`config.mk`:
```
export PLATFORM = sky130hd
export DESIGN_NAME = emb_bus_if
export DESIGN_NICKNAME = d
export VERILOG_FILES = /design/src/rtl/emb_pkg.sv /design/src/rtl/emb_sync2.sv /design/src/rtl/emb_bus_if.sv
export SDC_FILE = /design/constraint.sdc
export NUM_CORES = 1
export LEC_CHECK = 0
export BUFFER_PORTS_ARGS = -buffer_cell sky130_fd_sc_hd__buf_4
export CORE_MARGIN = 3
export CORE_UTILIZATION = 50
export CTS_BUF_LIST = sky130_fd_sc_hd__clkbuf_16
export CTS_CLUSTER_SIZE = 40
export DETAILED_ROUTE_END_ITERATION = 7
export GPL_TIMING_DRIVEN = 0
export MAX_ROUTING_LAYER = met4
export PLACE_DENSITY = 0.74
export SLEW_MARGIN = 10
export SYNTH_ARGS = -nofsm -noshare
export SYNTH_HDL_FRONTEND = slang
export SYNTH_SLANG_ARGS = --single-unit
```
`constraint.sdc`:
```
create_clock -name i_clk -period 2.7 [get_ports i_clk]
set_clock_uncertainty 0.1 [all_clocks]
set_input_delay 0.675 -clock i_clk [delete_from_list [all_inputs] [get_ports i_clk]]
set_output_delay 0.675 -clock i_clk [all_outputs]
set_load 0.005 [all_outputs]
```
`src/rtl/emb_pkg.sv`:
```
// Package for the external memory bus interface: types, states and timing counts.
package emb_pkg;

    // ************************************************************
    // Address map and widths
    // ************************************************************
    localparam int          ADDR_W         = 16;        // 64K program and data spaces.
    localparam int          DATA_W         = 8;         // Byte-wide bus.
    localparam logic [15:0] ONCHIP_LIMIT   = 16'h4000;  // First address beyond the 16K store.

    // ************************************************************
    // Timing counts
    // ************************************************************
    localparam int          CLK_PER_MC     = 12;        // Clocks in one machine cycle.
    localparam int          RST_MC         = 2;         // Machine cycles reset must be held.
    localparam int          RST_CLKS       = CLK_PER_MC * RST_MC;
    localparam int          PHASE_CLKS     = 2;         // Clocks in each bus phase.
    localparam logic [1:0]  PHASE_LAST     = 2'(PHASE_CLKS - 1);
    localparam logic [4:0]  RST_LAST       = 5'(RST_CLKS - 1);

    // ************************************************************
    // Access kinds
    // ************************************************************
    typedef enum logic [1:0] {
        EMB_FETCH = 2'h0,  // Instruction fetch.
        EMB_CTAB  = 2'h1,  // Code table read.
        EMB_DRD   = 2'h2,  // Data memory read.
        EMB_DWR   = 2'h3   // Data memory write.
    } emb_kind_e;

    // Request from the core.
    typedef struct packed {
        emb_kind_e           kind;
        logic [ADDR_W-1:0]   addr;
        logic [DATA_W-1:0]   wdata;
    } emb_req_s;

    // Bus sequencer states, one-hot.
    typedef enum logic [4:0] {
        ST_IDLE = 5'h01,  // Waiting for a request.
        ST_ADDR = 5'h02,  // Address out, latch strobe high.
        ST_HOLD = 5'h04,  // Latch strobe falls, address held.
        ST_DATA = 5'h08,  // Read or write strobe active.
        ST_DONE = 5'h10   // Strobes released, answer given.
    } emb_state_e;

endpackage : emb_pkg

```
`src/rtl/emb_sync2.sv`:
```
// Two-flip-flop synchroniser for a vector of pin inputs.
`timescale 1ns/1ps
module emb_sync2 #(
    parameter int W = 1
) (
    input  wire logic         i_clk,
    input  wire logic         i_ce,
    input  wire logic         i_sys_rst,
    input  wire logic [W-1:0] i_async,
    input  wire logic [W-1:0] i_rst_val,
    output logic      [W-1:0] o_sync
);

    logic [W-1:0] meta_r;  // First stage, read only by the second.

    // ************************************************************
    // Two stages; the reset value is a constant fed by the parent.
    // ************************************************************
    always_ff @(posedge i_clk) begin
        if (i_sys_rst) begin
            meta_r <= i_rst_val;
            o_sync <= i_rst_val;
        end else if (i_ce) begin
            meta_r <= i_async;
            o_sync <= meta_r;
        end
    end

endmodule : emb_sync2

```
`src/rtl/emb_bus_if.sv`:
```
// External memory bus sequencer: fetch, code table and data memory transfers.
//
// Functional notes
// - External-fetch select low forces all fetches external.
// - Select high and on-chip code address: bus quiet.
// - Program strobe for external fetch and tables.
// - Program strobe idle for on-chip code.
// - Latch strobe pulses in each external access.
// - Low port carries address, then data.
// - High port carries upper address byte.
// - Third-port pins give write, read strobes.
// - Reset held two machine cycles ends activity.
// - Program and data spaces split by strobes.
`timescale 1ns/1ps
module emb_bus_if
    import emb_pkg::*;
(
    input  wire logic              i_clk,
    input  wire logic              i_ce,                 // Freezes all state when low.
    input  wire logic              i_sys_rst,            // Synchronous, active high.
    input  wire logic              i_rst_pin,            // Reset pin, asynchronous.
    input  wire logic              i_external_fetch_select, // Pin, low forces external code.
    input  wire logic              i_req_valid,          // Core request strobe.
    input  wire emb_req_s          i_req,                // Core request contents.
    input  wire logic [DATA_W-1:0] i_onchip_code,        // Byte from the on-chip store.
    input  wire logic [DATA_W-1:0] i_low_port_in,        // Low address/data port level.
    output logic                   o_req_ready,          // Ready for a new request.
    output logic                   o_rsp_valid,          // One-cycle answer pulse.
    output logic [DATA_W-1:0]      o_rsp_data,           // Byte read.
    output logic                   o_onchip_rd,          // On-chip store read pulse.
    output logic                   o_core_rst,           // Device reset after pin filter.
    output logic [DATA_W-1:0]      o_low_port_out,       // Low address/data port drive.
    output logic                   o_low_port_oe_n,      // Low while the port is driven.
    output logic [DATA_W-1:0]      o_high_address_port,  // Upper address byte.
    output logic                   o_ale,                // Address-latch strobe, high pulse.
    output logic                   o_program_read_strobe_n, // Program read, active low.
    output logic                   o_wr_n,               // Data write strobe on pin 3.6.
    output logic                   o_rd_n                // Data read strobe on pin 3.7.
);

    // ************************************************************
    // Pin synchronisation
    // ************************************************************
    logic [1:0] pins_s;       // Synchronised reset pin and fetch select.
    logic [DATA_W-1:0] din_s; // Synchronised low port.

    emb_sync2 #(.W(2)) u_sync_pins (
        .i_clk     (i_clk),
        .i_ce      (i_ce),
        .i_sys_rst (i_sys_rst),
        .i_async   ({i_rst_pin, i_external_fetch_select}),
        .i_rst_val (2'h1),
        .o_sync    (pins_s)
    );

    emb_sync2 #(.W(DATA_W)) u_sync_data (
        .i_clk     (i_clk),
        .i_ce      (i_ce),
        .i_sys_rst (i_sys_rst),
        .i_async   (i_low_port_in),
        .i_rst_val (8'h00),
        .o_sync    (din_s)
    );

    // ************************************************************
    // Reset pin filter
    // ************************************************************
    logic [4:0] rst_cnt_r;  // Clocks the reset pin has been high.
    logic       dev_rst;    // Combined reset of the sequencer.

    // A short glitch on the pin is ignored; only a high lasting two machine
    // cycles resets the device, after which the pin level alone holds it.
    always_ff @(posedge i_clk) begin
        if (i_sys_rst) begin
            rst_cnt_r  <= 5'h00;
            o_core_rst <= 1'b1;
        end else if (i_ce) begin
            if (!pins_s[1]) begin
                rst_cnt_r  <= 5'h00;
                o_core_rst <= 1'b0;
            end else if (rst_cnt_r == RST_LAST) begin
                o_core_rst <= 1'b1;
            end else begin
                rst_cnt_r <= rst_cnt_r + 5'h01;
            end
        end
    end

    assign dev_rst = i_sys_rst | o_core_rst;

    // ************************************************************
    // Request decode
    // ************************************************************
    logic is_code;   // Request targets program space.
    logic go_ext;    // Request needs the external bus.

    always_comb begin
        is_code = (i_req.kind == EMB_FETCH) || (i_req.kind == EMB_CTAB);
        // Data space is always external; code is external when the select
        // pin is low or the address is beyond the on-chip store.
        go_ext  = !is_code || !pins_s[0] || (i_req.addr >= ONCHIP_LIMIT);
    end

    // ************************************************************
    // Sequencer
    // ************************************************************
    emb_state_e state_r;   // Current bus phase.
    emb_req_s   cur_r;     // Request being served.
    logic [1:0] ph_cnt_r;  // Clocks spent in the phase.
    logic       ph_end;    // Phase complete.
    logic       go_ext_r;  // Running request uses the pins.

    assign ph_end = (ph_cnt_r == PHASE_LAST);

    // State and captured request; on-chip code reads finish in one cycle
    // without touching any pin.
    always_ff @(posedge i_clk) begin
        if (dev_rst) begin
            state_r     <= ST_IDLE;
            cur_r       <= '0;
            ph_cnt_r    <= 2'h0;
            o_req_ready <= 1'b0;
            o_rsp_valid <= 1'b0;
            o_rsp_data  <= 8'h00;
            o_onchip_rd <= 1'b0;
        end else if (i_ce) begin
            o_rsp_valid <= 1'b0;
            o_onchip_rd <= 1'b0;
            ph_cnt_r    <= ph_end ? 2'h0 : ph_cnt_r + 2'h1;
            unique case (state_r)
                ST_IDLE: begin
                    o_req_ready <= 1'b1;
                    ph_cnt_r    <= 2'h0;
                    if (i_req_valid && o_req_ready) begin
                        cur_r <= i_req;
                        if (go_ext) begin
                            state_r     <= ST_ADDR;
                            o_req_ready <= 1'b0;
                        end else begin
                            o_onchip_rd <= 1'b1;
                            state_r     <= ST_DONE;
                            o_req_ready <= 1'b0;
                        end
                    end
                end
                ST_ADDR: if (ph_end) state_r <= ST_HOLD;
                ST_HOLD: if (ph_end) state_r <= ST_DATA;
                ST_DATA: if (ph_end) state_r <= ST_DONE;
                ST_DONE: begin
                    ph_cnt_r    <= 2'h0;
                    o_rsp_valid <= 1'b1;
                    // The synchronised port lags the pins by two clocks, so here
                    // it shows the byte that stood in the first strobe clock.
                    if (!go_ext_r) begin
                        o_rsp_data <= i_onchip_code;
                    end else if (cur_r.kind != EMB_DWR) begin
                        o_rsp_data <= din_s;
                    end
                    state_r     <= ST_IDLE;
                end
            endcase
        end
    end

    // Remembers whether the running request used the pins.
    always_ff @(posedge i_clk) begin
        if (dev_rst) begin
            go_ext_r <= 1'b0;
        end else if (i_ce && state_r == ST_IDLE && i_req_valid && o_req_ready) begin
            go_ext_r <= go_ext;
        end
    end

    // ************************************************************
    // Pin drivers
    // ************************************************************
    logic cur_code;  // Running request is a program-space access.
    assign cur_code = (cur_r.kind == EMB_FETCH) || (cur_r.kind == EMB_CTAB);

    logic strobe_on;  // A read or write strobe is due at the next edge.
    assign strobe_on = ((state_r == ST_HOLD) && ph_end) || ((state_r == ST_DATA) && !ph_end);

    // All pins are registered; during reset every strobe is released and
    // the low port floats so nothing external is disturbed.
    always_ff @(posedge i_clk) begin
        if (dev_rst) begin
            o_low_port_out          <= 8'h00;
            o_low_port_oe_n         <= 1'b1;
            o_high_address_port     <= 8'h00;
            o_ale                   <= 1'b0;
            o_program_read_strobe_n <= 1'b1;
            o_wr_n                  <= 1'b1;
            o_rd_n                  <= 1'b1;
        end else if (i_ce) begin
            o_ale                   <= 1'b0;
            o_program_read_strobe_n <= 1'b1;
            o_wr_n                  <= 1'b1;
            o_rd_n                  <= 1'b1;
            o_low_port_oe_n         <= 1'b1;
            unique case (state_r)
                ST_ADDR: begin
                    o_ale               <= 1'b1;
                    o_low_port_out      <= cur_r.addr[7:0];
                    o_low_port_oe_n     <= 1'b0;
                    o_high_address_port <= cur_r.addr[15:8];
                end
                ST_HOLD: begin
                    // Address stays on the port while the latch strobe falls;
                    // the port is handed over one clock later.
                    if (!ph_end) begin
                        o_low_port_out  <= cur_r.addr[7:0];
                        o_low_port_oe_n <= 1'b0;
                    end
                end
                default: begin
                    // Idle, data and done leave the strobes to the block below.
                end
            endcase
            // The strobe stands for two clocks from the last hold clock, because
            // the port synchroniser needs the memory's byte two edges early.
            if (strobe_on) begin
                if (cur_code) begin
                    o_program_read_strobe_n <= 1'b0;
                end else if (cur_r.kind == EMB_DWR) begin
                    o_wr_n          <= 1'b0;
                    o_low_port_out  <= cur_r.wdata;
                    o_low_port_oe_n <= 1'b0;
                end else begin
                    o_rd_n <= 1'b0;
                end
            end
        end
    end

endmodule : emb_bus_if

```
==> summary.log, run 1 <==
INFO  status         run_status=finished, final reports clean
INFO  global_routing antenna_violations_before_repair=0
INFO  detailed_routing number_of_nets_with_antenna_violations_after_routing=0
INFO  final_layout   synthToLayoutAreaGrowth=27.33%
INFO  sta            hold_violations=0
INFO  logic_synthesis postSynth.topFlopCell=sky130_fd_sc_hd__dfxtp_1
INFO  cts            tritoncts_num_sinks=92
INFO  logic_synthesis syn_inst=429
INFO  cts            cts.path.max_buffers=2
INFO  worst_setup_path critPathArrivalTime=2.59ns
INFO  floorplan      floorplan.die.height=92.86um
INFO  final_layout   final_layout_size_suffix_gt1_share=20.27%
INFO  sta            totalNegativeSetupSlack=0ns
INFO  final_layout   n_antenna_cell=0
INFO  detailed_routing detailedRoute.firstIterationViolations=179
INFO  logic_synthesis synth-seq-area-share=48.82%
INFO  cts            clk_root_buffer_cell=sky130_fd_sc_hd__clkbuf_16
INFO  floorplan      chipWidth=92.86um
INFO  cts            h-tree-depth=3
INFO  final_layout   mostFrequentLayoutCells=92 x sky130_fd_sc_hd__dfxtp_1, 78 x sky130_fd_sc_hd__buf_4, 77 x sky130_fd_sc_hd__nand2_1
INFO  final_layout   leading_cell_type_in_the_layout_fill_and_taps_excluded=sky130_fd_sc_hd__dfxtp_1
INFO  sta            rsz_0062_raised_after_global_routing=false
INFO  cts            hold_buffers=0
INFO  final_layout   stdcell_count=622
INFO  logic_synthesis ys_ff_latch=92
INFO  floorplan      initial_util=51.73%
INFO  global_routing grt_max_degree=16
INFO  detailed_routing routed-via-count=3307
INFO  global_routing grt_first_pass_wirelength=15.06mm
INFO  detailed_routing postRouteWirelength=9.241mm
INFO  cts            path_clk_slew=0.06ns
INFO  global_routing grt_overflow=0
INFO  global_routing number_of_global_route_vias_before_repair=3251
INFO  sta            achievable-frequency=0.4090GHz
INFO  worst_hold_path hold_path_class=reg -> reg
INFO  power          worst_ir_drop_vdd=0.3367mV
INFO  worst_setup_path timing.setup.critical_path_class=reg -> reg
INFO  logic_synthesis synth_async_sr_flop_share=0%
INFO  final_layout   final_net_count=567
INFO  logic_synthesis post_synth_instance_area=3772um2
INFO  sta            final_period_minus_worst_setup_slack=2.445ns
INFO  worst_setup_path r2r_setup_slack=0.25ns
INFO  logic_synthesis synth_cell_type_count=45
INFO  floorplan      die_area=8623um2
INFO  placement      placement.setup.worst_slack=-0.3503ns
INFO  placement      place_congestion=0.8576
INFO  floorplan      core-area=7292um2
INFO  detailed_routing drt_pass_1_iters=5
INFO  placement      portBuffers=78
INFO  detailed_routing vias_per_cell=5.317
INFO  sta            drv_slew=0
INFO  power          power.leakage=1.946nW
INFO  floorplan      floorplan.io_pins=81
INFO  logic_synthesis synth_warnings=0
INFO  flow_run       drv_cap=0
INFO  floorplan      rows=31
INFO  detailed_routing number_of_design_rule_violations_left_after_detail_routing=0
INFO  sta            setup_slack=0.2549ns
INFO  logic_synthesis postSynthAreaPerCell=8.793um2
INFO  placement      dp.final_hpwl=6.682mm
INFO  sta            timing.final.crit_share=90.56%
INFO  detailed_routing wl_per_cell=14.86um
INFO  global_routing groute.usage.overall=22.49%
INFO  logic_synthesis synth_edf_count=0
INFO  cts            clk_latency=0.33ns
INFO  sta            tightestPinTransition=0.9336ns
INFO  placement      placed_cells_incl_taps=606
INFO  cts            cts_tree=built
INFO  power          totalPowerFinal=2.878mW
INFO  logic_synthesis synthesis.nets=478
INFO  worst_setup_path critical_path_maximum_fanout=10
INFO  worst_setup_path timing.critical_path.to_type=register
INFO  power          power_density=599.2nW/um2
INFO  sta            worst_slew_margin_rel=37.76%
INFO  worst_setup_path worstPathRequired=2.85ns
INFO  sta            finalSetupViolations=0
INFO  cts            cts-buffers-inserted=9
INFO  worst_setup_path critPathLaunchType=register
==> through the flow <==
stage | area (um2) | hold WS, ns | utilization, %
6_report | 4803 | 0.3557 | 65.87
5_1_grt | 4803 | 0.3757 | 65.87
4_1_cts | 4798 | 0.3560 | 65.80
3_5_place_dp | 4482 | 0.3471 | 61.46
3_3_place_gp | 4482 | 0.3401 | 61.46
2_1_floorplan | 3772 | 0.3314 | -
==> final timing paths <==
path / cells past startpoint / endpoint / start
setup reg to reg: 7 / cur_r[5] / state_r[3]
setup / recovery: 7 / cur_r[5] / state_r[3]
hold / removal: 2 / cur_r[8] / cur_r[8]
hold reg to reg: 2 / cur_r[8] / cur_r[8]
==> area by class of cell <==
cell class / count / area (um2)
buffer: 30 / 125.1
clock buffer: 9 / 225.2
clock inverter: 7 / 91.34
fill: 639 / 2489
inverter: 2 / 11.26
multi-input combinational: 305 / 1799
sequential: 92 / 1842
tap: 99 / 123.9
timing repair buffer: 78 / 585.6
==> repair_timing <==
item	4_1_cts	5_1_grt
setup buffers	0	0
endpoints found under the hold margin	0	0
gates resized for setup	0	3
endpoints found under the setup margin	0	29
==> cell families after synthesis <==
family                     share of synthesized area [%]
and+or+nand+nor                                    22.16
DFF                                                48.82
AOI/OAI and AO/OA                                  13.04
muxes                                              11.94
buffers and inverters                              3.482
xor gates and xnor gates                          0.2322
adders and majority gates                         0.3316
==> routing by layer <==
metal | global-route usage, % | vias up | wire length, um
met2 | 35.81 | 64 | 4544
met4 | 9.035 | 0 | 179
met1 | 28.75 | 1565 | 4157
met3 | 3.412 | 16 | 360
met5 | - | - | 0
li1 | - | 1662 | -
==> worst max-delay path, cell delays in order, from the launching register on <==
cell                       delay, ns
sky130_fd_sc_hd__dfxtp_1        0.30
sky130_fd_sc_hd__clkbuf_2       0.16
sky130_fd_sc_hd__nor2_1         0.19
sky130_fd_sc_hd__nor4b_2        0.45
sky130_fd_sc_hd__nor3b_1        0.42
sky130_fd_sc_hd__clkbuf_1       0.44
sky130_fd_sc_hd__nand2_1        0.12
sky130_fd_sc_hd__a21oi_1        0.18
==> synthesized netlist by cell type, types with 3 or more instances <==
master                     number  area share [%]
sky130_fd_sc_hd__a21oi_1       39             5.2
sky130_fd_sc_hd__nor3_1         7            0.93
sky130_fd_sc_hd__buf_1          4            0.40
sky130_fd_sc_hd__dfxtp_1       92              49
sky130_fd_sc_hd__and2_1         8             1.3
sky130_fd_sc_hd__nand2_1       77             7.7
sky130_fd_sc_hd__mux2i_1       45              12
sky130_fd_sc_hd__nor2_1        53             5.3
sky130_fd_sc_hd__nand2b_1       3            0.50
sky130_fd_sc_hd__a211oi_1       7             1.4
sky130_fd_sc_hd__clkbuf_1      22             2.2
sky130_fd_sc_hd__o221ai_1       8             1.9
sky130_fd_sc_hd__nand4_1       12             2.0
sky130_fd_sc_hd__nand3_1        3            0.40
sky130_fd_sc_hd__o21ai_0        8             1.1
sky130_fd_sc_hd__nor2b_1        4            0.66
==> registers in the layout, summed over array words and instances, names as in the netlist, 2 cells and up <==
| register | flops |
|---|---|
| u_sync_pins.o_sync | 2 |
| ph_cnt_r | 2 |
| state_r | 5 |
| o_low_port_out | 8 |
| rst_cnt_r | 5 |
| cur_r | 26 |
| u_sync_data.meta_r | 8 |
| o_high_address_port | 8 |
| u_sync_data.o_sync | 8 |
| o_rsp_data | 8 |
| u_sync_pins.meta_r | 2 |
==> report_power, final <==
group          internal [mW]  switching [mW]  total [mW]
Clock                  0.808           0.517        1.32
Combinational         0.0772          0.0883       0.165
Sequential              1.38          0.0128        1.39
Note: power is estimated with default switching activity, not from simulation.
==> inputs of run 2 (changes only) <==
Settings changed: BUFFER_PORTS_ARGS -buffer_cell sky130_fd_sc_hd__buf_4 to not set, DONT_BUFFER_PORTS set to 1, PLACE_DENSITY 0.74 to not set.
==> run 2 against run 1 <==
Effect of this change:
- power shrank 2.5%
- fmax is 1.2% lower
- global-route usage decreased by 0.51 points
- non-clock buffer count shrank 78
- flip-flop and latch count stayed put
- core utilization decreased by 8.0 points
- clock-buffer cell count unchanged
- largest cell class unchanged
- largest power group unchanged
==> summary.log, run 2 (synthesis gave the netlist of run 1 again) <==
INFO  cts            h-tree-depth=3 [unchanged]
INFO  cts            cts.path.max_buffers=2 [unchanged]
INFO  sta            worst_slew_margin_rel=52.25% [was 37.76%]
INFO  final_layout   leading_cell_type_in_the_layout_fill_and_taps_excluded=sky130_fd_sc_hd__dfxtp_1 [unchanged]
INFO  sta            tightestPinTransition=0.7063ns [was 0.9336 ns]
INFO  worst_hold_path worst_hold_path.num_cells=2 [unchanged]
INFO  worst_setup_path critical_path.startpoint=i_ce [was state_r[3]]
INFO  detailed_routing number_of_design_rule_violations_left_after_detail_routing=0 [unchanged]
INFO  cts            hold_buffers=0 [unchanged]
INFO  floorplan      chipWidth=92.86um [unchanged]
INFO  detailed_routing postRouteWirelength=9.037mm [was 9.241 mm]
INFO  detailed_routing detailedRoute.firstIterationViolations=120 [was 179]
INFO  worst_setup_path r2r_setup_slack=0.44ns [was 0.25 ns]
INFO  detailed_routing routed-via-count=2990 [was 3307]
INFO  worst_setup_path worst_path_dominant_cell_family=buffers and inverters [was simple AND/OR/NAND/NOR gates]
INFO  cts            cts_tree=built [unchanged]
INFO  final_layout   fillerInstances=732 [was 639]
INFO  worst_setup_path path_buf_inv=3 [was 2]
INFO  floorplan      die_area=8623um2 [unchanged]
INFO  sta            hold_violations=0 [unchanged]
INFO  sta            finalSetupViolations=0 [unchanged]
INFO  cts            clk_root_buffer_cell=sky130_fd_sc_hd__clkbuf_16 [unchanged]
INFO  placement      dpl_cell_area=3896um2 [was 4482 um2]
INFO  final_layout   max_flop_register=cur_r [unchanged]
INFO  floorplan      floorplan.die.height=92.86um [unchanged]
INFO  worst_setup_path timing.setup.critical_path_class=in -> reg [was reg -> reg]
INFO  worst_setup_path timing.critical_path.to_type=register [unchanged]
INFO  detailed_routing drt_pass_1_iters=4 [was 5]
INFO  placement      place_congestion=0.9057 [was 0.8576]
INFO  worst_setup_path crit_chain=clkbuf_1 > clkinv_2 > or3_4 > a31oi_4 > buf_6 > nor2_1 > a211oi_2 [was clkbuf_2 > nor2_1 > nor4b_2 > nor3b_1 > clkbuf_1 > nand2_1 > a21oi_1]
INFO  floorplan      initial_util=51.73% [unchanged]
INFO  detailed_routing number_of_nets_with_antenna_violations_after_routing=0 [unchanged]
INFO  power          power.leakage=1.571nW [was 1.946 nW]
INFO  worst_setup_path critical_path_maximum_fanout=10 [unchanged]
INFO  final_layout   n_antenna_cell=0 [unchanged]
INFO  global_routing number_of_global_route_vias_before_repair=2979 [was 3251]
INFO  final_layout   synthToLayoutAreaGrowth=11.94% [was 27.33%]
INFO  global_routing grt_max_degree=15 [was 16]
INFO  final_layout   final_core_utilization=57.91% [was 65.87%]
INFO  placement      dp.final_hpwl=6.369mm [was 6.682 mm]
INFO  sta            final_period_minus_worst_setup_slack=2.475ns [was 2.445 ns]
INFO  detailed_routing vias_per_cell=5.496 [was 5.317]
INFO  sta            achievable-frequency=0.4041GHz [was 0.4090 GHz]
INFO  worst_setup_path critical-path-max-stage-delay=0.49ns [was 0.45 ns]
INFO  sta            drv_slew=0 [unchanged]
INFO  cts            cts-buffers-inserted=9 [unchanged]
INFO  worst_setup_path worstPathRequired=2.86ns [was 2.85 ns]
INFO  power          power_density=664.3nW/um2 [was 599.2 nW/um2]
INFO  worst_setup_path critPathLaunchType=input pin [was register]
INFO  worst_setup_path reg2regPathDepth=7 [unchanged]
INFO  worst_hold_path hold_path_class=reg -> reg [unchanged]
INFO  worst_setup_path critical_path.slowest_cell=sky130_fd_sc_hd__or3_4 [was sky130_fd_sc_hd__nor4b_2]
INFO  floorplan      floorplan.io_pins=81 [unchanged]
INFO  detailed_routing wl_per_cell=16.61um [was 14.86 um]
INFO  final_layout   largest_reg_flops=26 [unchanged]
INFO  final_layout   final_net_count=489 [was 567]
INFO  placement      portBuffers=0 [was 78]
INFO  cts            clk_latency=0.33ns [about the same]
INFO  placement      placed_cells_incl_taps=528 [was 606]
INFO  worst_hold_path min-delay-start=cur_r[18] [was cur_r[8]]
INFO  worst_setup_path critPathArrivalTime=2.63ns [was 2.59 ns]
INFO  cts            tritoncts_num_sinks=92 [unchanged]
INFO  final_layout   final_layout_size_suffix_gt1_share=6.067% [was 20.27%]
INFO  global_routing groute.usage.overall=21.98% [was 22.49%]
INFO  final_layout   mostFrequentLayoutCells=92 x sky130_fd_sc_hd__dfxtp_1, 77 x sky130_fd_sc_hd__nand2_1, 53 x sky130_fd_sc_hd__nor2_1 [was 92 x sky130_fd_sc_hd__dfxtp_1, 78 x sky130_fd_sc_hd__buf_4, 77 x sky130_fd_sc_hd__nand2_1]
INFO  status         run_status=finished, final reports clean [unchanged]
INFO  flow_run       drv_cap=0 [unchanged]
INFO  final_layout   layout.cell_area.non_filler=4223um2 [was 4803 um2]
INFO  cts            path_clk_slew=0.07ns [was 0.06 ns]
INFO  global_routing grt_overflow=0 [unchanged]
INFO  sta            timing.final.crit_share=91.66% [was 90.56%]
INFO  cts            post_cts_buffers=0 [unchanged]
INFO  global_routing antenna_violations_before_repair=0 [unchanged]
INFO  worst_setup_path timing.critical_path.depth=7 [unchanged]
INFO  floorplan      rows=31 [unchanged]
INFO  floorplan      core-area=7292um2 [unchanged]
INFO  sta            finalHoldWorstSlack=0.3542ns [was 0.3557 ns]
INFO  worst_setup_path reg2reg_from=state_r[2] [was state_r[3]]
INFO  final_layout   stdcell_count=544 [was 622]
INFO  global_routing grt_first_pass_wirelength=14.49mm [was 15.06 mm]
INFO  power          worst_ir_drop_vdd=0.3491mV [was 0.3367 mV]
INFO  power          totalPowerFinal=2.805mW [was 2.878 mW]
==> run 2: worst paths after layout <==
kind	endpoint
setup / recovery	o_rsp_data[3]
hold / removal	cur_r[18]
setup reg to reg	cur_r[15]
hold reg to reg	cur_r[18]
==> run 2: layer usage <==
layer,vias up,part of all wire (%),global-route usage [%]
met1,1409,46,27.41
met2,58,47,34.43
met5,-,0,-
met3,12,6.0,6.255
met4,0,1.1,7.204
li1,1511,-,-
==> run 2: area by class of cell <==
| class | instances | area (um2) | share of cell area [%] |
|---|---|---|---|
| inverter | 2 | 8.758 | 0.2074 |
| buffer | 30 | 125.1 | 2.963 |
| multi-input combinational | 305 | 1814 | 42.96 |
| clock buffer | 9 | 225.2 | 5.333 |
| clock inverter | 7 | 83.83 | 1.985 |
| sequential | 92 | 1842 | 43.61 |
| tap | 99 | 123.9 | 2.933 |
==> run 2: power breakdown <==
group / internal [mW] / switching [mW]
logic: 0.0352 / 0.0773
registers: 1.38 / 0.0138
clock network: 0.800 / 0.504
==> run 2: tightest hold or removal path, stage by stage, from the launching register on <==
cell and delay (ns):
sky130_fd_sc_hd__dfxtp_1 0.31, sky130_fd_sc_hd__nand2_1 0.05, sky130_fd_sc_hd__a21oi_1 0.05
==> run 2: per-stage QoR <==
stage	setup WS [ns]	setup TNS, ns
6_report	0.2252	0
5_1_grt	-0.0006415	-0.0006415
4_1_cts	0.1370	0
3_5_place_dp	-0.3706	-10.39
3_3_place_gp	-0.3693	-9.660
2_1_floorplan	0.3432	0
==> run 2: repair_timing <==
item,in CTS,in global routing
pin swaps,0,0
endpoints found under the setup margin,1,5
gates resized for setup,1,4
